==> src/rxcd_consts.svh <==
`ifndef RXCD_CONSTS_SVH
`define RXCD_CONSTS_SVH
// ****************************************
// Command codes and defaults
// ****************************************
`define RXCD_FREQ_RST     16'hAD57
`define RXCD_RXSET_RST    16'hC080
`define RXCD_WAKEC_RST    16'hE196
`define RXCD_WAKEF_RST    16'hC300
`define RXCD_SUPCLK_RST   16'hC213
`define RXCD_AFC_RST      16'hC687
`define RXCD_FILT_RST     16'hC462
`define RXCD_RATE_RST     16'hC813
`define RXCD_FREQ_CODE    4'hA
`define RXCD_RXSET_CODE   8'hC0
`define RXCD_WAKEC_CODE   4'hE
`define RXCD_WAKEF_CODE   8'hC3
`define RXCD_SUPCLK_CODE  8'hC2
`define RXCD_AFC_CODE     8'hC6
`define RXCD_FILT_CODE    8'hC4
`define RXCD_RATE_CODE    8'hC8
`define RXCD_FREQ_MIN     12'd96
`define RXCD_FREQ_MAX     12'd3903
`define RXCD_CMD_BITS     5'd16
`define RXCD_TICK_MS      100000
// Field positions
`define RXCD_VSRC_HI      7
`define RXCD_VSRC_LO      6
`define RXCD_RX_EN        0
`define RXCD_SLOW_CLK     4
`define RXCD_AFC_EN       0
`define RXCD_AFC_OE       1
`define RXCD_AFC_FINE     2
`define RXCD_AFC_STROBE   3
`define RXCD_AUTO_LOCK    7
`define RXCD_LOCK_FAST    6
`define RXCD_NO_AUTOSLEEP 5
`define RXCD_FILT_KIND    4
`define RXCD_WAKE_ANY     3
`define RXCD_PRESCALE     7
`endif

==> src/rxcd_pkg.sv <==
package rxcd_pkg;
  typedef enum logic [3:0] {
    RXCD_AFC_MANUAL = 4'b0001,
    RXCD_AFC_ONCE   = 4'b0010,
    RXCD_AFC_VALID  = 4'b0100,
    RXCD_AFC_KEEP   = 4'b1000
  } rxcd_afc_e;
  typedef logic [6:0] rxcd_offset_t;
endpackage

==> src/rxcd_decoder.sv <==
`timescale 1ns/100ps
`include "rxcd_consts.svh"
module rxcd_decoder (
  input  wire logic                  clk,
  input  wire logic                  reset_n,
  input  wire logic                  sck,
  input  wire logic                  sdi,
  input  wire logic                  sel_n,
  input  wire logic                  strength_above_threshold,
  input  wire logic                  quality_detect,
  input  wire logic                  clock_lock,
  input  wire logic                  wake_timer_on,
  input  wire logic                  measure_done,
  input  wire rxcd_pkg::rxcd_offset_t measured_error,
  output logic [11:0]                synth_freq,
  output logic                       valid_signal_flag,
  output logic [1:0]                 lna_gain,
  output logic [2:0]                 rssi_threshold,
  output logic                       rx_enable,
  output logic [13:0]                period_mantissa,
  output logic [3:0]                 period_exponent,
  output logic [1:0]                 period_shift,
  output logic                       wake_irq,
  output logic [3:0]                 supply_threshold_code,
  output logic                       slow_clock_out_on,
  output logic [2:0]                 host_clk_div,
  output logic                       afc_enable,
  output logic                       offset_out_enable,
  output logic                       precise_measure_mode,
  output rxcd_pkg::rxcd_offset_t     freq_offset,
  output logic                       auto_lock,
  output logic                       lock_speed_select,
  output logic                       no_autosleep,
  output logic                       filter_kind_select,
  output logic                       wake_on_any,
  output logic [2:0]                 quality_threshold,
  output logic                       rate_prescale,
  output logic [6:0]                 rate_divider
);
  import rxcd_pkg::*;

  localparam int TICK_MS = `RXCD_TICK_MS;

  // ****************************************
  // Input synchronisers
  // ****************************************
  logic [2:0] sck_s_r;
  logic [1:0] sdi_s_r;
  logic [1:0] sel_s_r;
  logic [1:0] valid_src_s_r [0:2];
  logic [1:0] wake_on_s_r;

  always_ff @(posedge clk) begin
    if (!reset_n) begin
      sck_s_r     <= 3'h0;
      sdi_s_r     <= 2'h0;
      sel_s_r     <= 2'h3;
      wake_on_s_r <= 2'h0;
      for (int i = 0; i < 3; i++) valid_src_s_r[i] <= 2'h0;
    end else begin
      sck_s_r     <= {sck_s_r[1:0], sck};
      sdi_s_r     <= {sdi_s_r[0], sdi};
      sel_s_r     <= {sel_s_r[0], sel_n};
      wake_on_s_r <= {wake_on_s_r[0], wake_timer_on};
      valid_src_s_r[0] <= {valid_src_s_r[0][0], strength_above_threshold};
      valid_src_s_r[1] <= {valid_src_s_r[1][0], quality_detect};
      valid_src_s_r[2] <= {valid_src_s_r[2][0], clock_lock};
    end
  end

  wire sck_rise = sck_s_r[1] & ~sck_s_r[2];

  // ****************************************
  // Serial shifter
  // ****************************************
  logic [15:0] shift_r;
  logic [4:0]  bit_cnt_r;
  logic        cmd_stb_r;
  logic [15:0] cmd_r;

  always_ff @(posedge clk) begin
    if (!reset_n || sel_s_r[1]) begin
      shift_r   <= 16'h0000;
      bit_cnt_r <= 5'd0;
      cmd_stb_r <= 1'b0;
      cmd_r     <= 16'h0000;
    end else begin
      cmd_stb_r <= 1'b0;
      if (sck_rise) begin
        shift_r <= {shift_r[14:0], sdi_s_r[1]};
        if (bit_cnt_r == `RXCD_CMD_BITS - 5'd1) begin
          cmd_r     <= {shift_r[14:0], sdi_s_r[1]};
          cmd_stb_r <= 1'b1;
          bit_cnt_r <= 5'd0;
        end else begin
          bit_cnt_r <= bit_cnt_r + 5'd1;
        end
      end
    end
  end

  // ****************************************
  // Command registers
  // ****************************************
  logic [15:0] rxset_r, wakec_r, wakef_r, supclk_r, afc_r, filt_r, rate_r;
  logic [11:0] freq_r;

  function automatic logic hit8(input logic [15:0] c, input logic [7:0] code);
    hit8 = (c[15:8] == code);
  endfunction

  always_ff @(posedge clk) begin
    if (!reset_n) begin
      freq_r   <= 12'(`RXCD_FREQ_RST);
      rxset_r  <= `RXCD_RXSET_RST;
      wakec_r  <= `RXCD_WAKEC_RST;
      wakef_r  <= `RXCD_WAKEF_RST;
      supclk_r <= `RXCD_SUPCLK_RST;
      afc_r    <= `RXCD_AFC_RST;
      filt_r   <= `RXCD_FILT_RST;
      rate_r   <= `RXCD_RATE_RST;
    end else if (cmd_stb_r) begin
      if (cmd_r[15:12] == `RXCD_FREQ_CODE &&
          cmd_r[11:0] >= `RXCD_FREQ_MIN && cmd_r[11:0] <= `RXCD_FREQ_MAX)
        freq_r <= cmd_r[11:0];
      if (cmd_r[15:12] == `RXCD_WAKEC_CODE) wakec_r <= cmd_r;
      if (hit8(cmd_r, `RXCD_WAKEF_CODE))    wakef_r <= cmd_r;
      if (hit8(cmd_r, `RXCD_RXSET_CODE))    rxset_r <= cmd_r;
      if (hit8(cmd_r, `RXCD_SUPCLK_CODE))   supclk_r <= cmd_r;
      if (hit8(cmd_r, `RXCD_AFC_CODE))      afc_r <= cmd_r;
      if (hit8(cmd_r, `RXCD_FILT_CODE))     filt_r <= cmd_r;
      if (hit8(cmd_r, `RXCD_RATE_CODE))     rate_r <= cmd_r;
    end
  end

  // ****************************************
  // Valid flag selection
  // ****************************************
  logic valid_r;
  always_ff @(posedge clk) begin
    if (!reset_n) valid_r <= 1'b0;
    else begin
      case (rxset_r[`RXCD_VSRC_HI:`RXCD_VSRC_LO])
        2'b00:   valid_r <= valid_src_s_r[0][1];
        2'b01:   valid_r <= valid_src_s_r[1][1];
        2'b10:   valid_r <= valid_src_s_r[2][1];
        default: valid_r <= 1'b1;
      endcase
    end
  end

  // ****************************************
  // Wake-up timer
  // ****************************************
  logic [16:0] tick_cnt_r;
  logic [35:0] wake_cnt_r;
  logic        wake_irq_r;
  wire  [13:0] mant = {wakef_r[5:0], wakec_r[7:0]};
  wire  [4:0]  wexp = {1'b0, wakec_r[11:8]} - {3'b000, wakef_r[7:6]};
  wire  [35:0] wake_ticks = wexp[4] ? 36'({22'h0, mant} >> (~wexp + 5'd1))
                                    : 36'({22'h0, mant} << wexp);

  always_ff @(posedge clk) begin
    if (!reset_n || !wake_on_s_r[1]) begin
      tick_cnt_r <= 17'd0;
      wake_cnt_r <= 36'h0;
      wake_irq_r <= 1'b0;
    end else begin
      wake_irq_r <= 1'b0;
      if (tick_cnt_r == 17'(TICK_MS - 1)) begin
        tick_cnt_r <= 17'd0;
        if (wake_cnt_r + 36'h1 >= wake_ticks) begin
          wake_cnt_r <= 36'h0;
          wake_irq_r <= 1'b1;
        end else wake_cnt_r <= wake_cnt_r + 36'h1;
      end else tick_cnt_r <= tick_cnt_r + 17'd1;
    end
  end

  // ****************************************
  // Frequency correction
  // ****************************************
  rxcd_afc_e mode;
  always_comb begin
    case (afc_r[7:6])
      2'b00:   mode = RXCD_AFC_MANUAL;
      2'b01:   mode = RXCD_AFC_ONCE;
      2'b10:   mode = RXCD_AFC_VALID;
      default: mode = RXCD_AFC_KEEP;
    endcase
  end

  function automatic rxcd_offset_t clamp(input rxcd_offset_t v, input logic [1:0] sel);
    logic signed [6:0] lim;
    lim = 7'sd0;
    case (sel)
      2'b01:   lim = 7'sd4;
      2'b10:   lim = 7'sd2;
      2'b11:   lim = 7'sd1;
      default: lim = 7'sd0;
    endcase
    if (sel == 2'b00) clamp = v;
    else if ($signed(v) > lim) clamp = lim;
    else if ($signed(v) < -lim) clamp = -lim;
    else clamp = v;
  endfunction

  logic         strobe_d_r, valid_d_r, valid_all_r, once_done_r;
  rxcd_offset_t last_err_r, prev_err_r, offset_r;

  always_ff @(posedge clk) begin
    if (!reset_n) begin
      strobe_d_r  <= 1'b0;
      valid_d_r   <= 1'b0;
      valid_all_r <= 1'b1;
      once_done_r <= 1'b0;
      last_err_r  <= 7'h00;
      prev_err_r  <= 7'h00;
      offset_r    <= 7'h00;
    end else begin
      strobe_d_r <= afc_r[`RXCD_AFC_STROBE];
      valid_d_r  <= valid_r;
      if (measure_done && afc_r[`RXCD_AFC_EN]) begin
        last_err_r  <= measured_error;
        prev_err_r  <= last_err_r;
        valid_all_r <= 1'b1;
        if (mode != RXCD_AFC_MANUAL && valid_all_r && valid_r &&
            measured_error == last_err_r &&
            !(mode == RXCD_AFC_ONCE && once_done_r)) begin
          offset_r    <= clamp(measured_error, afc_r[5:4]);
          once_done_r <= 1'b1;
        end
      end else if (!valid_r) valid_all_r <= 1'b0;
      if (mode == RXCD_AFC_MANUAL && afc_r[`RXCD_AFC_STROBE] && !strobe_d_r)
        offset_r <= clamp(last_err_r, afc_r[5:4]);
      if (mode == RXCD_AFC_VALID && valid_d_r && !valid_r)
        offset_r <= 7'h00;
    end
  end

  // ****************************************
  // Output registers
  // ****************************************
  always_ff @(posedge clk) begin
    if (!reset_n) begin
      synth_freq <= 12'h000;
      valid_signal_flag <= 1'b0;
      lna_gain <= 2'h0;
      rssi_threshold <= 3'h0;
      rx_enable <= 1'b0;
      period_mantissa <= 14'h0;
      period_exponent <= 4'h0;
      period_shift <= 2'h0;
      wake_irq <= 1'b0;
      supply_threshold_code <= 4'h0;
      slow_clock_out_on <= 1'b0;
      host_clk_div <= 3'h0;
      afc_enable <= 1'b0;
      offset_out_enable <= 1'b0;
      precise_measure_mode <= 1'b0;
      freq_offset <= 7'h00;
      auto_lock <= 1'b0;
      lock_speed_select <= 1'b0;
      no_autosleep <= 1'b0;
      filter_kind_select <= 1'b0;
      wake_on_any <= 1'b0;
      quality_threshold <= 3'h0;
      rate_prescale <= 1'b0;
      rate_divider <= 7'h00;
    end else begin
      synth_freq <= freq_r;
      valid_signal_flag <= valid_r;
      lna_gain <= rxset_r[5:4];
      rssi_threshold <= rxset_r[3:1];
      rx_enable <= rxset_r[`RXCD_RX_EN];
      period_mantissa <= mant;
      period_exponent <= wakec_r[11:8];
      period_shift <= wakef_r[7:6];
      wake_irq <= wake_irq_r;
      supply_threshold_code <= supclk_r[3:0];
      slow_clock_out_on <= supclk_r[`RXCD_SLOW_CLK];
      host_clk_div <= supclk_r[7:5];
      afc_enable <= afc_r[`RXCD_AFC_EN];
      offset_out_enable <= afc_r[`RXCD_AFC_OE];
      precise_measure_mode <= afc_r[`RXCD_AFC_FINE];
      freq_offset <= afc_r[`RXCD_AFC_OE] ? offset_r : 7'h00;
      auto_lock <= filt_r[`RXCD_AUTO_LOCK];
      lock_speed_select <= filt_r[`RXCD_LOCK_FAST];
      no_autosleep <= filt_r[`RXCD_NO_AUTOSLEEP];
      wake_on_any <= filt_r[`RXCD_WAKE_ANY];
      filter_kind_select <= filt_r[`RXCD_FILT_KIND];
      quality_threshold <= filt_r[2:0];
      rate_prescale <= rate_r[`RXCD_PRESCALE];
      rate_divider <= rate_r[6:0];
    end
  end

  // ****************************************
  // Checks
  // ****************************************
  a_freq_range: assert property (@(posedge clk) disable iff (!reset_n)
    (synth_freq >= `RXCD_FREQ_MIN && synth_freq <= `RXCD_FREQ_MAX) || $past(!reset_n))
    else $error("frequency out of range");
  a_freq_hold: assert property (@(posedge clk) disable iff (!reset_n)
    (cmd_stb_r && cmd_r[15:12] == `RXCD_FREQ_CODE &&
     (cmd_r[11:0] < `RXCD_FREQ_MIN || cmd_r[11:0] > `RXCD_FREQ_MAX))
    |=> ##1 $stable(synth_freq))
    else $error("bad frequency stored");
  a_freq_take: assert property (@(posedge clk) disable iff (!reset_n)
    (cmd_stb_r && cmd_r[15:12] == `RXCD_FREQ_CODE &&
     cmd_r[11:0] >= `RXCD_FREQ_MIN && cmd_r[11:0] <= `RXCD_FREQ_MAX)
    |=> ##1 synth_freq == $past(cmd_r[11:0], 2))
    else $error("frequency not taken");
  a_valid_always: assert property (@(posedge clk) disable iff (!reset_n)
    (rxset_r[7:6] == 2'b11) [*2] |=> valid_signal_flag)
    else $error("valid not forced");
  a_wake_off: assert property (@(posedge clk) disable iff (!reset_n)
    !wake_on_s_r[1] [*3] |-> !wake_irq)
    else $error("wake irq while disabled");
  a_valid_clear: assert property (@(posedge clk) disable iff (!reset_n)
    (mode == RXCD_AFC_VALID && $fell(valid_r) && !cmd_stb_r) |=> offset_r == 7'h00)
    else $error("offset not cleared");
  a_clamp_limit: assert property (@(posedge clk) disable iff (!reset_n)
    ($past(afc_r[5:4]) == 2'b11 && $changed(offset_r)) |->
    ($signed(offset_r) <= 7'sd1 && $signed(offset_r) >= -7'sd1))
    else $error("offset clamp broken");
  a_manual_only: assert property (@(posedge clk) disable iff (!reset_n)
    (mode == RXCD_AFC_MANUAL && $past(mode) == RXCD_AFC_MANUAL && !(afc_r[3] && !strobe_d_r))
    |=> $stable(offset_r))
    else $error("offset moved without strobe");
  a_rx_enable: assert property (@(posedge clk) disable iff (!reset_n)
    $rose(rxset_r[0]) |=> rx_enable)
    else $error("rx enable lag");
  a_once_hold: assert property (@(posedge clk) disable iff (!reset_n)
    (mode == RXCD_AFC_ONCE && once_done_r) |=> $stable(offset_r))
    else $error("offset moved after single run");
  a_shift_clear: assert property (@(posedge clk) disable iff (!reset_n)
    sel_s_r[1] |=> (bit_cnt_r == 5'd0 && !cmd_stb_r))
    else $error("shifter not cleared by select");
  a_stb_pulse: assert property (@(posedge clk) disable iff (!reset_n)
    cmd_stb_r |=> !cmd_stb_r)
    else $error("command strobe too long");
  a_oe_gate: assert property (@(posedge clk) disable iff (!reset_n)
    !afc_r[`RXCD_AFC_OE] |=> freq_offset == 7'h00)
    else $error("offset shown while disabled");
  a_rate_take: assert property (@(posedge clk) disable iff (!reset_n)
    (cmd_stb_r && cmd_r[15:8] == `RXCD_RATE_CODE) |=> ##1 rate_divider == $past(cmd_r[6:0], 2))
    else $error("rate not taken");
  a_wake_pulse: assert property (@(posedge clk) disable iff (!reset_n)
    wake_irq |=> !wake_irq)
    else $error("wake irq too long");
endmodule

==> config.mk <==
export PLATFORM = sky130hd
export DESIGN_NAME = rxcd_decoder
export DESIGN_NICKNAME = d
export VERILOG_FILES = /design/src/rxcd_pkg.sv /design/src/rxcd_decoder.sv
export VERILOG_INCLUDE_DIRS = /design/src
export SDC_FILE = /design/constraint.sdc
export NUM_CORES = 1
export LEC_CHECK = 0
export BUFFER_PORTS_ARGS = -buffer_cell sky130_fd_sc_hd__buf_2
export CAP_MARGIN = 20
export CORE_UTILIZATION = 55
export CTS_CLUSTER_DIAMETER = 200
export DETAILED_ROUTE_END_ITERATION = 8
export HOLD_SLACK_MARGIN = 0.02
export PLACE_DENSITY = 0.74
export REMOVE_ABC_BUFFERS = 1
export SKIP_CTS_REPAIR_TIMING = 1
export SLEW_MARGIN = 20
export SYNTH_ARGS = -nofsm -noshare
export SYNTH_HDL_FRONTEND = slang
export SYNTH_SLANG_ARGS = --single-unit
==> constraint.sdc <==
create_clock -name clk -period 7.9 [get_ports clk]
set_input_delay 0.79 -clock clk [delete_from_list [all_inputs] [get_ports clk]]
set_output_delay 0.79 -clock clk [all_outputs]
set_load 0.01 [all_outputs]
# Word level (Yosys, flattened, before mapping)
# Memories as Yosys holds them, arrays and structs flattened.
# Cells that the tools add are included.
[op_classes] order_cmp=7 n_eq_ne=22 n_addsub=7 bitwise=9 reduce_logical=41 shift=2 mux=27
[ops] op="$mux 7" count=14
[ops] op="$mux 36" count=2
[ops] op="$eq 8x8->1 const B" count=6
[ops] op="$add 36x1->36 const B" count=1
[ops] op="$ge 36x36->1" count=1
[ops] op="$shl 14x5->36" count=1
[ops] op="$shr 14x5->36" count=1
[ops] op="$reduce_and 2->1" count=12
[ops] op="$add 17x1->17 const B" count=1
[ops] op="$eq 17x17->1 const B" count=1
[ops] op="$gt 7x7->1" count=2
[ops] op="$lt 7x7->1" count=2
[ops] op="$neg 7->7" count=2
[ops] op="$ge 12x7->1 const B" count=1
[ops] op="$le 12x12->1 const B" count=1
[ops] op="$logic_and 1x1->1" count=12
[ops] op="$pmux 4 s3" count=1
[ops] op="$add 5x1->5 const B" count=2
[ops] op="$reduce_or 2->1" count=5
[ops] op="$pmux 3 s3" count=1
[ops] op="$eq 2x2->1 const B" count=4
[ops] op="$eq 4x4->1 const B" count=2
[ops] op="$eq 7x7->1" count=1
[ops] op="$eq 2x1->1 const B" count=3
[ops] op="other kinds (18)" count=36
[totals] ramBits=6 memories=1 output_inout_bits=74 register_bits=264 in_bits=17
[memory_table] name="valid_src_s_r" words=3 word_bits=2 rd=3 rd_ports_with_merged_regs=0 write_ports=3 line="rxcd_decoder.sv:50" text="logic [1:0] valid_src_s_r [0:2];"

# Depth between registers and ports, before layout
# Gate-level depths: netlist of the first run.
[logic_depth] depth_word=18 ltp_mapped=25

# Worst setup path before layout of the first run
# Ideal clock, no wire load.
[synth_timing] kind="flip-flop to flip-flop" start="register wakec_r[8]" end="register wake_cnt_r[21]" path_buffers=5 arrival_time_ns=4.195 stages_incl_launch_ff=23 path_slack_ns=3.587 synth_period_minus_slack_ns=4.313 path_cell_list="dfxtp_1 inv_1 ha_1 inv_1 fa_1 buf_2 inv_1 ha_1 clkbuf_1 clkbuf_1 nor2_1 mux2i_1 o21ai_0 o21ai_0 ha_1 a21o_1 a21o_1 a21oi_1 or3_1 a31o_2 clkbuf_1 clkbuf_1 a32o_1"
[synth_between] elab_chain_cells=7 elab_cells_between_ends=8 classes_between="add/sub: 2; order compare: 1; shift: 2; mux: 2; bitwise: 1"
[synth_lines] item="from (decl)" line="rxcd_decoder.sv:105" text="logic [15:0] rxset_r, wakec_r, wakef_r, supclk_r, afc_r, filt_r, rate_r;"
[synth_lines] item="from (signal assigned)" line="rxcd_decoder.sv:116" text="wakec_r <= `RXCD_WAKEC_RST;"
[synth_lines] item="from (signal assigned)" line="rxcd_decoder.sv:126" text="if (cmd_r[15:12] == `RXCD_WAKEC_CODE) wakec_r <= cmd_r;"
[synth_lines] item="$sub 4x2->5 (*)" line="rxcd_decoder.sv:159" text="wire [4:0] wexp = {1'b0, wakec_r[11:8]} - {3'b000, wakef_r[7:6]};"
[synth_lines] item="$not 5->5" line="rxcd_decoder.sv:160" text="wire [35:0] wake_ticks = wexp[4] ? 36'({22'h0, mant} >> (~wexp + 5'd1))"
[synth_lines] item="$add 5x1->5" line="rxcd_decoder.sv:160"
[synth_lines] item="$shr 14x5->36" line="rxcd_decoder.sv:160"
[synth_lines] item="$mux 36 (*)" line="rxcd_decoder.sv:160"
[synth_lines] item="$ge 36x36->1 (*)" line="rxcd_decoder.sv:172" text="if (wake_cnt_r + 36'h1 >= wake_ticks) begin"
[synth_lines] item="$mux 36 (*)" line="rxcd_decoder.sv:172"
[synth_lines] item="to (signal assigned)" line="rxcd_decoder.sv:175" text="end else wake_cnt_r <= wake_cnt_r + 36'h1;"
[synth_lines] item="to (decl)" line="rxcd_decoder.sv:156" text="logic [35:0] wake_cnt_r;"
# Mark *: on every way between the ends. The rest lies on a longest branch, timed or not.
# A chain may end at the register's enable or synchronous reset.

# Worst setup path after layout of the first run
[layout_timing] start="register wakec_r[8]" end="register wake_cnt_r[1]"
# The elaborated chain is that of the path after synthesis.

==> summary.md, run 1 <==
* 35 — worst-path maximum fanout
* no — setup repair after global routing missed its margin
* 14500 um^2 — area of all placed cells without fillers
* 5.47 ns — post-route minimum period
* 2.43 ns — slack of the worst reg-to-reg path
* 17 — number of cells traversed by the worst register-to-register path
* input pin to flop — Hold Crit Class
* 5.92 ns — arrival time reported for the critical path endpoint
* 155 um — Horiz. Die Dim
* 24100 um^2 — Die ar.
* 0.57 ns — worst skew pair latency
* sky130_fd_sc_hd__fa_1 — slowest CP cell
* wake_cnt_r[1]$_SDFFE_PP0N_ — r2r endpoint
* 1849 — final std cells w/o fill
* wakec_r[8]$_SDFFE_PN1P_ — origin of the worst setup path
* 5.50 — via/cell ratio
* 15.7 um — DR WL/cell
* 9386 — via count of the first global-routing pass
* 0 — total number of yosys warnings
* 1591 — count of nets after finishing
* 29100 um — overall routed net length
* 69.2% — period utilisation layout
* 2.83 mW — post-layout total power
* 30.5% — Slew Limit Headroom
* inv_1, ha_1, inv_1, fa_1, inv_1, ha_1, mux4_2, mux2i_1, o22ai_1, a22oi_1, ha_1, nand4_1, nand3_1, o21ai_0, a31o_2, nand3b_1, o21ai_0 — critical-path cell list
* 0 — overflow left after global routing
* 1797 — Cells after DPL
* sky130_fd_sc_hd__dfxtp_1 (270), sky130_fd_sc_hd__nand2_1 (249), sky130_fd_sc_hd__and2_1 (95), sky130_fd_sc_hd__buf_2 (89), sky130_fd_sc_hd__mux2i_1 (85) — commonest cells after routing, fill and taps aside
* 90 — I/O Buffers
* 0.000203 V — Peak VDD IR
* sky130_fd_sc_hd__dfxtp_1 — commonest non-fill, non-tap cell in the layout
* adder cells — Largest delay share family, worst path
* 0.875 — last weighted congestion value of the routability-driven placer
* 12.7% — Synth-to-Final Area Change
* 13500 um^2 — cell area after placement
* wake_cnt_r[1]$_SDFFE_PP0N_ — endpoint of the worst setup timing path
* 8.35 ns — worst endpoint required time
* 41.9% — sequential-to-total area share from yosys stat
* 56.5% — Initial Util
* flop to flop — critical path class
* flop — crit path capture type
* 28 — Num CTS Buffers
* 539 — Detailed Route Iter0 Violations
* 13.5% — share of cells above drive strength 1
* 22800 um^2 — total core area
* 0 — Post-synth EDFFs
* 19900 um — Detail Placement HPWL
* 270 — post-synthesis register bit count
* 0.403 ns — Fin Hold WS
* 1.04 ns — slew at the pin with the worst max-slew slack
* 0 — number of antenna violations at the first check in global routing
* 270 — number of clock sinks
* 10200 — vias
* completed — outcome
* 55 — # rows
* 1 — level count of the clock H-tree
* 1.01 ns — longest individual stage delay on the worst path
* 0 — Final Max Slew Viols
* 1459 — gate count of the mapped netlist
* 95 — largest net degree at the start of global routing
* 6.30 nW — Leakage
* 3 — sum of buffers and inverters on the critical path
* 24.3% — overall track demand over capacity in global routing
* 0.0431 ns — worst clock skew
* 5 — number of detailed-route iterations in the first pass
* 195 nW/um^2 — power per unit of standard cell area
* 0.183 GHz — highest clock rate
* 73 — number of library cell types mapped by synthesis
* 0 — post-route DRC violation count
* 0 — diode count
* 1961 — fillers
* flop — Critical Path Source Type
* 3 — Max Buffers Root-to-Sink
* 0 — count of nets left with antenna violations after detail routing
* 17 — logic depth of the worst setup path including buffers
* 0 — final count of hold timing violations
* 0 — Max Cap Viol
* 155 um — die outline height
* done — TritonCTS clock tree
* 8.84 um^2 — mean instance size in the synthesized netlist
* 0 ns — final setup TNS
* 0 — Final setup viols
* 0% — FFs w/ async S/R, synth
* 47900 um — wire length of the first global-routing pass
* 12900 um^2 — summed instance area of the synthesized netlist
* wakec_r[8]$_SDFFE_PN1P_ — startpoint of the lowest-slack register-to-register path
* sky130_fd_sc_hd__clkbuf_16 — Clock Root Buffer
* 91 — IO Pins
* 0.06 ns — clock edge transition at the registers on the reported setup and hold paths
* sky130_fd_sc_hd__dfxtp_1 — most instantiated flip-flop cell in the synthesis netlist
==> area by class of cell <==
type	count	area [um^2]	share of cell area [%]
multi-input cells	1095	7140	49.1
clock buffers	39	812	5.59
well taps	313	392	2.69
flip-flops and latches	270	5410	37.2
repair buffers	102	543	3.74
clock inverters	13	180	1.24
inverters	17	63.8	0.439
==> worst min-delay path by stage <==
| stage | startpoint | to | cells past startpoint |
|---|---|---|---|
| 2_1_floorplan | sel_s_r[0]$_SDFF_PN1_ | sel_s_r[1]$_SDFF_PN1_ | 1 |
| 3_3_place_gp | sel_s_r[0]$_SDFF_PN1_ | sel_s_r[1]$_SDFF_PN1_ | 1 |
| 3_5_place_dp | sel_s_r[0]$_SDFF_PN1_ | sel_s_r[1]$_SDFF_PN1_ | 1 |
| 4_1_cts | sel_n | sel_s_r[0]$_SDFF_PN1_ | 2 |
| 5_1_grt | sel_n | sel_s_r[0]$_SDFF_PN1_ | 2 |
| 6_report | sel_n | sel_s_r[0]$_SDFF_PN1_ | 2 |
==> Yosys cell counts (all sizes together), types with 5 or more instances <==
master    n  area, um^2
a32o     14         140
nor4     10        90.1
buf      15        76.3
mux2i    85         851
nand4    20         131
a21o      6        45.0
dfxtp   270        5410
inv      17        63.8
or3       7        43.8
nor2b    59         369
clkbuf   67         253
or2      24         150
and4      6        52.6
nand2b    9        56.3
a21boi   14         105
mux4      9         203
mux2      6        67.6
nand3    41         223
a211oi   10        80.1
a31oi     6        37.5
nand2   250         941
a22oi     5        37.5
nor3     26         151
a21oi    68         340
o21a      6        45.0
o211ai   27         203
and3     14        87.6
a311oi    5        43.8
nor2     82         308
ha       59         738
and2     95         594
xor2     21         191
o21ai    43         215
xnor2    23         201
==> sequential cells by signal (all words and copies together), names as in the netlist, 12 cells and up <==
name / count
cmd_r: 16
freq_r: 12
period_mantissa: 14
shift_r: 15
synth_freq: 12
tick_cnt_r: 17
wake_cnt_r: 36
wakec_r: 12
==> cells by family (layout without fill, tap and decap cells) <==
logic type	Yosys count	in the layout	share of synthesized area (%)
buf+inv	99	171	3.04
fa+ha+maj	60	60	5.88
compound gates	228	228	11.7
other cells	1	6	0.0291
mux	100	100	8.69
xor+xnor	44	44	3.04
flops	270	270	41.9
simple gates	657	657	25.8
==> power breakdown <==
group	total, mW	internal [mW]	switching, mW	leakage, nW
clock	1.37	0.821	0.551	0.479
combinational	0.0792	0.0319	0.0473	3.63
sequential	1.38	1.37	0.00664	2.19
==> layer usage <==
metal / wire (um) / vias to the layer above / global-route usage (%)
met1: 13600 / 4797 / 33.2
met3: 1240 / 36 / 3.37
li1: - / 5157 / -
met4: 510 / 0 / 5.60
met5: 0 / - / 0
met2: 13800 / 185 / 40.7
==> worst register-to-register path, stage by stage, from the launching register on <==
cell and delay [ns]:
sky130_fd_sc_hd__dfxtp_1 0.31, sky130_fd_sc_hd__inv_1 0.07, sky130_fd_sc_hd__ha_1 0.15, sky130_fd_sc_hd__inv_1 0.07, sky130_fd_sc_hd__fa_1 1.01, sky130_fd_sc_hd__inv_1 0.20, sky130_fd_sc_hd__ha_1 0.71, sky130_fd_sc_hd__mux4_2 0.58
sky130_fd_sc_hd__mux2i_1 0.20, sky130_fd_sc_hd__o22ai_1 0.10, sky130_fd_sc_hd__a22oi_1 0.25, sky130_fd_sc_hd__ha_1 0.29, sky130_fd_sc_hd__nand4_1 0.10, sky130_fd_sc_hd__nand3_1 0.07, sky130_fd_sc_hd__o21ai_0 0.16, sky130_fd_sc_hd__a31o_2 0.71
sky130_fd_sc_hd__nand3b_1 0.18, sky130_fd_sc_hd__o21ai_0 0.20
==> stage by stage <==
step	util (%)	worst slack, ns
finish	63.6	2.43
global route	63.6	1.95
CTS	63.6	2.39
detailed placement	59.2	2.45
global placement	59.2	2.65
floorplan	-	3.24
Note: power is estimated with default switching activity, not from simulation.
==> run 2, diff against run 1 <==
==> constraint.sdc (replaced) <==
create_clock -name clk -period 5.5 [get_ports clk]
set_input_delay 0.55 -clock clk [delete_from_list [all_inputs] [get_ports clk]]
set_output_delay 0.55 -clock clk [all_outputs]
set_load 0.01 [all_outputs]
==> summary.md, run 2 (synthesis gave the netlist of run 1 again) <==
* 26.3% — Slew Limit Headroom, was 30.5%
* flop — crit path capture type, unchanged
* 56.5% — Initial Util, unchanged
* 13.2% — Synth-to-Final Area Change, was 12.7%
* 0.806 ns — Setup WS post-layout, was 2.43 ns
* 1.10 ns — slew at the pin with the worst max-slew slack, was 1.04 ns
* 1854 — final std cells w/o fill, was 1849
* 10300 — vias, was 10200
* 1 — level count of the clock H-tree, unchanged
* 284 nW/um^2 — power per unit of standard cell area, was 195 nW/um^2
* 5.97 ns — worst endpoint required time, was 8.35 ns
* 29600 um — overall routed net length, was 29100 um
* 24.8% — overall track demand over capacity in global routing, was 24.3%
* 0 ns — final setup TNS, unchanged
* 9902 — via count of the first global-routing pass, was 9386
* 20400 um — Detail Placement HPWL, was 19900 um
* 85.4% — period utilisation layout, was 69.2%
* 0.000234 V — Peak VDD IR, was 0.000203 V
* 0 — count of nets left with antenna violations after detail routing, unchanged
* 91 — IO Pins, unchanged
* wake_cnt_r — Largest Register, unchanged
* 0 — number of antenna violations at the first check in global routing, unchanged
* 55 — # rows, unchanged
* 0 — Final Max Slew Viols, unchanged
* 0.865 ns — DP Worst Slack, was 2.45 ns
* 155 um — die outline height, unchanged
* 22800 um^2 — total core area, unchanged
* wakec_r[8]$_SDFFE_PN1P_ — origin of the worst setup path, unchanged
* 0.162 ns — Fin Hold WS, was 0.403 ns
* 16.0 um — DR WL/cell, was 15.7 um
* 5.53 — via/cell ratio, was 5.50
* 0 — Max Cap Viol, unchanged
* 13600 um^2 — cell area after placement, was 13500 um^2
* 0 — final count of hold timing violations, unchanged
* 78 — largest net degree at the start of global routing, was 95
* 6.36 nW — Leakage, was 6.30 nW
* 5.16 ns — arrival time reported for the critical path endpoint, was 5.92 ns
* 1803 — Cells after DPL, was 1797
* wake_cnt_r x36, tick_cnt_r x17, cmd_r x16 — Top Registers, unchanged
* 63.9% — utilization after layout, was 63.6%
* 0.877 — last weighted congestion value of the routability-driven placer, was 0.875
* 0.57 ns — worst skew pair latency, about the same
* sel_n — origin of the worst min-delay path, unchanged
* 14600 um^2 — area of all placed cells without fillers, was 14500 um^2
* flop — Critical Path Source Type, unchanged
* 28 — Num CTS Buffers, unchanged
* 5 — number of detailed-route iterations in the first pass, unchanged
* 1993 — fillers, was 1961
* 24100 um^2 — Die ar., unchanged
* 90 — I/O Buffers, unchanged
* 36 — max FFs per register, unchanged
* wakec_r[8]$_SDFFE_PN1P_ — startpoint of the lowest-slack register-to-register path, unchanged
* 4.69 ns — post-route minimum period, was 5.47 ns
* 270 — number of clock sinks, unchanged
* done — TritonCTS clock tree, unchanged
* 0 — Final setup viols, unchanged
* 0 — overflow left after global routing, unchanged
* 13.9% — share of cells above drive strength 1, was 13.5%
* 155 um — Horiz. Die Dim, unchanged
* 0.06 ns — clock edge transition at the registers on the reported setup and hold paths, about the same
* 0 — diode count, unchanged
* 23 — worst-path maximum fanout, was 35
* input pin to flop — Hold Crit Class, unchanged
* sky130_fd_sc_hd__dfxtp_1 — commonest non-fill, non-tap cell in the layout, unchanged
* no — setup repair after global routing missed its margin, unchanged
* 646 — Detailed Route Iter0 Violations, was 539
* 1597 — count of nets after finishing, was 1591
* flop to flop — critical path class, unchanged
* 0 — post-route DRC violation count, unchanged
* sky130_fd_sc_hd__clkbuf_16 — Clock Root Buffer, unchanged
* completed — outcome, unchanged
* 0.0465 ns — worst clock skew, was 0.0431 ns
* 3 — Max Buffers Root-to-Sink, unchanged
* 4.14 mW — post-layout total power, was 2.83 mW
* 0.213 GHz — highest clock rate, was 0.183 GHz
* 48900 um — wire length of the first global-routing pass, was 47900 um
* sky130_fd_sc_hd__dfxtp_1 (270), sky130_fd_sc_hd__nand2_1 (249), sky130_fd_sc_hd__and2_1 (95), sky130_fd_sc_hd__buf_2 (89), sky130_fd_sc_hd__mux2i_1 (85) — commonest cells after routing, fill and taps aside, unchanged
## run 2: cell types whose count changed in the layout (fill, tap and decap cells not counted)
cell                         before  now
sky130_fd_sc_hd__xnor2_2          1    0
sky130_fd_sc_hd__clkbuf_8         7    9
sky130_fd_sc_hd__nor3_4           2    1
sky130_fd_sc_hd__clkinvlp_4       3    2
sky130_fd_sc_hd__clkbuf_1         4    1
sky130_fd_sc_hd__buf_4           13   19
sky130_fd_sc_hd__nor3_2           1    2
sky130_fd_sc_hd__xnor2_1         22   23
sky130_fd_sc_hd__bufinv_16        3    4
## run 2: report_power, final
part / internal, mW / total [mW] / switching, mW
sequential: 1.97 / 1.98 / 0.0103
combinational: 0.0457 / 0.114 / 0.0678
clock: 1.25 / 2.04 / 0.797
total: 3.27 / 4.14 / 0.875
## run 2: final cells by class
class	count	area (um^2)	area share, %
timing repair buffer	108	588	4.03
inverter	17	63.8	0.437
clock inverter	13	203	1.39
tap	313	392	2.68
sequential	270	5410	37.0
multi-input combinational	1095	7130	48.8
clock buffer	38	828	5.67
## run 2: path summary, 6_finish.rpt
check | depth (start not counted) | endpoint | slack [ns]
setup reg to reg | 18 | wake_cnt_r[11]$_SDFFE_PP0N_ | 0.81
hold / removal | 2 | sel_s_r[0]$_SDFF_PN1_ | 0.16
setup / recovery | 18 | wake_cnt_r[11]$_SDFFE_PP0N_ | 0.81
hold reg to reg | 1 | sel_s_r[1]$_SDFF_PN1_ | 0.41
## run 2: worst max-delay path, cell delays in order, from the launching register on
cell and delay, ns:
sky130_fd_sc_hd__dfxtp_1 0.31, sky130_fd_sc_hd__inv_1 0.07, sky130_fd_sc_hd__ha_1 0.14, sky130_fd_sc_hd__inv_1 0.06, sky130_fd_sc_hd__fa_1 0.52, sky130_fd_sc_hd__inv_1 0.08
sky130_fd_sc_hd__ha_1 0.66, sky130_fd_sc_hd__mux4_2 0.58, sky130_fd_sc_hd__mux2i_1 0.19, sky130_fd_sc_hd__o22ai_1 0.11, sky130_fd_sc_hd__a22oi_1 0.22, sky130_fd_sc_hd__ha_1 0.29
sky130_fd_sc_hd__nand4_1 0.10, sky130_fd_sc_hd__nand3_1 0.07, sky130_fd_sc_hd__o21ai_0 0.15, sky130_fd_sc_hd__a31o_2 0.51, sky130_fd_sc_hd__buf_4 0.30, sky130_fd_sc_hd__o211ai_1 0.12
sky130_fd_sc_hd__nand2_1 0.10
## run 2: routing by layer
metal,track usage (%),part of all wire [%],vias up
li1,-,-,5160
met1,32.7,46,4781
met2,42.0,47,252
met3,3.54,4.6,58
met4,7.80,2.7,0
met5,0,0,-
==> run 3, diff against run 2 <==
--- a/config.mk
+++ b/config.mk
@@ -6,6 +6,7 @@
 export SDC_FILE = /design/constraint.sdc
 export NUM_CORES = 1
 export LEC_CHECK = 0
+export ABC_AREA = 1
 export BUFFER_PORTS_ARGS = -buffer_cell sky130_fd_sc_hd__buf_2
 export CAP_MARGIN = 20
 export CORE_UTILIZATION = 55
==> summary.md, run 3 <==
* 5.25 — via/cell ratio, was 5.53
* 24600 um — Detail Placement HPWL, was 20400 um
* 0.205 GHz — highest clock rate, was 0.213 GHz
* 5.98 ns — worst endpoint required time, was 5.97 ns
* 0 — total number of yosys warnings, unchanged
* 2053 — count of nets after finishing, was 1597
* 27 — number of cells traversed by the worst register-to-register path, was 18
* wakec_r[8]$_SDFFE_PN1P_ — startpoint of the lowest-slack register-to-register path, unchanged
* 40.9% — sequential-to-total area share from yosys stat, was 41.9%
* input pin to flop — Hold Crit Class, unchanged
* 36 — worst-path maximum fanout, was 23
* sky130_fd_sc_hd__nand2_1 (481), sky130_fd_sc_hd__inv_1 (301), sky130_fd_sc_hd__dfxtp_1 (270), sky130_fd_sc_hd__nor2_1 (168), sky130_fd_sc_hd__o21ai_0 (147) — commonest cells after routing, fill and taps aside, was sky130_fd_sc_hd__dfxtp_1 (270), sky130_fd_sc_hd__nand2_1 (249), sky130_fd_sc_hd__and2_1 (95), sky130_fd_sc_hd__buf_2 (89), sky130_fd_sc_hd__mux2i_1 (85)
* sky130_fd_sc_hd__clkbuf_16 — Clock Root Buffer, unchanged
* 0 — Final Max Slew Viols, unchanged
* 6.94 um^2 — mean instance size in the synthesized netlist, was 8.84 um^2
* 0 — Post-synth EDFFs, unchanged
* 4.89 ns — post-route minimum period, was 4.69 ns
* sky130_fd_sc_hd__dfxtp_1 — cell type contributing the most total cell area after synthesis, unchanged
* 0.57 ns — worst skew pair latency, about the same
* 88.9% — period utilisation layout, was 85.4%
* 24700 um^2 — Die ar., was 24100 um^2
* 0 — final count of hold timing violations, unchanged
* flop — crit path capture type, unchanged
* 62.9% — utilization after layout, was 63.9%
* 13200 um^2 — summed instance area of the synthesized netlist, was 12900 um^2
* sky130_fd_sc_hd__nand2_1 — most common cell in the synthesized netlist, was sky130_fd_sc_hd__dfxtp_1
* 11000 — via count of the first global-routing pass, was 9902
* sck — origin of the worst min-delay path, was sel_n
* 0 — diode count, unchanged
* flop to flop — critical path class, unchanged
* 270 — number of clock sinks, unchanged
* sky130_fd_sc_hd__dfxtp_1 (41%), sky130_fd_sc_hd__nand2_1 (14%), sky130_fd_sc_hd__inv_1 (8.5%), sky130_fd_sc_hd__ha_1 (5.6%), sky130_fd_sc_hd__o21ai_0 (5.6%) — Area contributors post-synth, was sky130_fd_sc_hd__dfxtp_1 (42%), sky130_fd_sc_hd__nand2_1 (7.2%), sky130_fd_sc_hd__mux2i_1 (6.6%), sky130_fd_sc_hd__ha_1 (5.7%), sky130_fd_sc_hd__and2_1 (4.6%)
* 12.0% — Synth-to-Final Area Change, was 13.2%
* 1 — level count of the clock H-tree, unchanged
* sky130_fd_sc_hd__nand2_1 — commonest non-fill, non-tap cell in the layout, was sky130_fd_sc_hd__dfxtp_1
* sck_s_r[0]$_SDFF_PN0_ — worst-case hold path end point, was sel_s_r[0]$_SDFF_PN1_
* 157 um — die outline height, was 155 um
* 23500 um^2 — total core area, was 22800 um^2
* 0 — Max Cap Viol, unchanged
* 0.967 — last weighted congestion value of the routability-driven placer, was 0.877
* 90 — I/O Buffers, unchanged
* 12200 — vias, was 10300
* 56 — # rows, was 55
* 34.4% — Slew Limit Headroom, was 26.3%
* 0% — FFs w/ async S/R, synth, unchanged
* 0 — count of nets left with antenna violations after detail routing, unchanged
* sky130_fd_sc_hd__nand2_1 (481), sky130_fd_sc_hd__inv_1 (301), sky130_fd_sc_hd__dfxtp_1 (270), sky130_fd_sc_hd__nor2_1 (169), sky130_fd_sc_hd__o21ai_0 (147) — most numerous cell types in the synthesized netlist, was sky130_fd_sc_hd__dfxtp_1 (270), sky130_fd_sc_hd__nand2_1 (249), sky130_fd_sc_hd__and2_1 (95), sky130_fd_sc_hd__mux2i_1 (85), sky130_fd_sc_hd__nor2_1 (82)
* 54600 um — wire length of the first global-routing pass, was 48900 um
* completed — outcome, unchanged
* 7.27 nW — Leakage, was 6.36 nW
* 47 — number of library cell types mapped by synthesis, was 73
* done — TritonCTS clock tree, unchanged
* 0 — number of antenna violations at the first check in global routing, unchanged
* 14.6 um — DR WL/cell, was 16.0 um
* 268 nW/um^2 — power per unit of standard cell area, was 284 nW/um^2
* 95 — largest net degree at the start of global routing, was 78
* 0.000232 V — Peak VDD IR, was 0.000234 V
* 56.2% — Initial Util, was 56.5%
* 36 — max FFs per register, unchanged
* 27.6% — overall track demand over capacity in global routing, was 24.8%
* 8.47% — share of cells above drive strength 1, was 13.9%
* 40.9% — share of Yosys cell area claimed by the top area cell type, was 41.9%
* 0 — Final setup viols, unchanged
* 1905 — gate count of the mapped netlist, was 1459
* 5.37 ns — arrival time reported for the critical path endpoint, was 5.16 ns
* 0.981 ns — slew at the pin with the worst max-slew slack, was 1.10 ns
* 0 — post-route DRC violation count, unchanged
* wake_cnt_r x36, tick_cnt_r x17, cmd_r x16 — Top Registers, unchanged
* sky130_fd_sc_hd__dfxtp_1 — most instantiated flip-flop cell in the synthesis netlist, unchanged
* 5 — number of detailed-route iterations in the first pass, unchanged
* flop — Critical Path Source Type, unchanged
* wake_cnt_r — Largest Register, unchanged
* 91 — IO Pins, unchanged
* 3 — Hold Path Cell Cnt, was 2
* no — setup repair after global routing missed its margin, unchanged
* wake_cnt_r[2]$_SDFFE_PP0N_ — r2r endpoint, was wake_cnt_r[11]$_SDFFE_PP0N_
* 28 — Num CTS Buffers, unchanged
* 0 ns — final setup TNS, unchanged
* 33700 um — overall routed net length, was 29600 um
* 0.0381 ns — worst clock skew, was 0.0465 ns
* 0 — overflow left after global routing, unchanged
* 0.06 ns — clock edge transition at the registers on the reported setup and hold paths, about the same
* 958 — Detailed Route Iter0 Violations, was 646
* 0.61 ns — slack of the worst reg-to-reg path, was 0.81 ns
* 157 um — Horiz. Die Dim, was 155 um
* 3 — Max Buffers Root-to-Sink, unchanged
* 270 — post-synthesis register bit count, unchanged
* 2209 — fillers, was 1993
run 3: cell count changes after synthesis, sizes merged, moves of 53 or more:
cell | previous run | this run
nand2 | 250 | 481
a21oi | 68 | 121
nor2b | 59 | 0
nor2 | 82 | 173
nand3 | 41 | 103
mux2i | 85 | 2
o21ai | 43 | 149
and2 | 95 | 2
inv | 17 | 303
run 3: final cells by class:
type / instances / area (um^2) / share of cell area (%)
Timing Repair Buffer: 100 / 528 / 3.56
Sequential cell: 270 / 5410 / 36.5
Multi-Input combinational cell: 1271 / 6430 / 43.4
Clock buffer: 36 / 781 / 5.27
Inverter: 305 / 1140 / 7.73
Clock inverter: 14 / 129 / 0.870
Tap cell: 319 / 399 / 2.69
run 3: kinds of logic (layout without fill, tap and decap cells):
family	count (synthesis)	after routing	synth area share, %
flops	270	270	40.9
other cells	1	6	0.0283
buf+inv	369	455	10.8
mux	2	2	0.151
fa+ha+maj	60	60	5.73
simple gates	833	833	26.2
xor+xnor	38	38	2.69
compound gates	332	332	13.6
run 3: how the worst max path moves through the flow:
stage | start | to | slack [ns] | depth (start not counted)
2_1_floorplan | wakec_r[8]$_SDFFE_PN1P_ | wake_irq_r$_SDFF_PP0_ | 0.94 | 26
3_3_place_gp | wakec_r[8]$_SDFFE_PN1P_ | wake_cnt_r[11]$_SDFFE_PP0N_ | 0.83 | 28
6_report | wakec_r[8]$_SDFFE_PN1P_ | wake_cnt_r[2]$_SDFFE_PP0N_ | 0.61 | 27
4_1_cts | wakec_r[8]$_SDFFE_PN1P_ | wake_cnt_r[12]$_SDFFE_PP0N_ | 0.67 | 27
3_5_place_dp | wakec_r[8]$_SDFFE_PN1P_ | wake_cnt_r[13]$_SDFFE_PP0N_ | 0.74 | 27
5_1_grt | wakec_r[8]$_SDFFE_PN1P_ | wake_cnt_r[19]$_SDFFE_PP0N_ | 0.13 | 27
run 3: stage by stage:
stage | power [mW] | instance area (um^2) | hold slack (ns) | setup WS [ns] | instances
global placement | 2.16 | 13900 | 0.396 | 0.835 | 2265
global route | 4.09 | 14800 | 0.162 | 0.133 | 2315
floorplan | 2.11 | 13000 | 0.390 | 0.942 | 1846
CTS | 4.01 | 14800 | 0.133 | 0.669 | 2315
finish | 3.97 | 14800 | 0.162 | 0.610 | 2315
detailed placement | 2.17 | 13900 | 0.399 | 0.738 | 2265
run 3: worst max-delay path, cell delays in order (launching register included):
cell and delay, ns:
sky130_fd_sc_hd__dfxtp_1 0.31, sky130_fd_sc_hd__inv_1 0.07, sky130_fd_sc_hd__ha_1 0.14, sky130_fd_sc_hd__inv_1 0.05
sky130_fd_sc_hd__fa_1 0.80, sky130_fd_sc_hd__inv_1 0.34, sky130_fd_sc_hd__ha_1 0.31, sky130_fd_sc_hd__xor2_2 0.35
sky130_fd_sc_hd__inv_1 0.30, sky130_fd_sc_hd__nand2_1 0.14, sky130_fd_sc_hd__nand2_1 0.06, sky130_fd_sc_hd__nand2_1 0.05
sky130_fd_sc_hd__o21ai_0 0.07, sky130_fd_sc_hd__o21ai_0 0.15, sky130_fd_sc_hd__inv_1 0.06, sky130_fd_sc_hd__ha_1 0.29
sky130_fd_sc_hd__a21oi_1 0.16, sky130_fd_sc_hd__o21ai_0 0.10, sky130_fd_sc_hd__nand2_1 0.06, sky130_fd_sc_hd__nand2_1 0.05
sky130_fd_sc_hd__nor2_1 0.09, sky130_fd_sc_hd__nand2_1 0.06, sky130_fd_sc_hd__nand2_1 0.05, sky130_fd_sc_hd__nand2_1 0.04
sky130_fd_sc_hd__nand2_1 0.07, sky130_fd_sc_hd__buf_4 0.36, sky130_fd_sc_hd__nand3_1 0.14, sky130_fd_sc_hd__nand2_1 0.09
run 3: routing by layer:
metal  GRT usage, %  wire length, um
met3           3.44             1890
met2           46.4            15500
met4           10.8             1170
met5              0                0
met1           36.2            15200
run 3: report_power, final:
group	internal (mW)	leakage, nW	total [mW]	switching, mW
logic	0.0453	4.63	0.141	0.0961
clock network	1.05	0.450	1.84	0.791
registers	1.98	2.19	1.98	0.00907
total	3.07	7.27	3.97	0.896
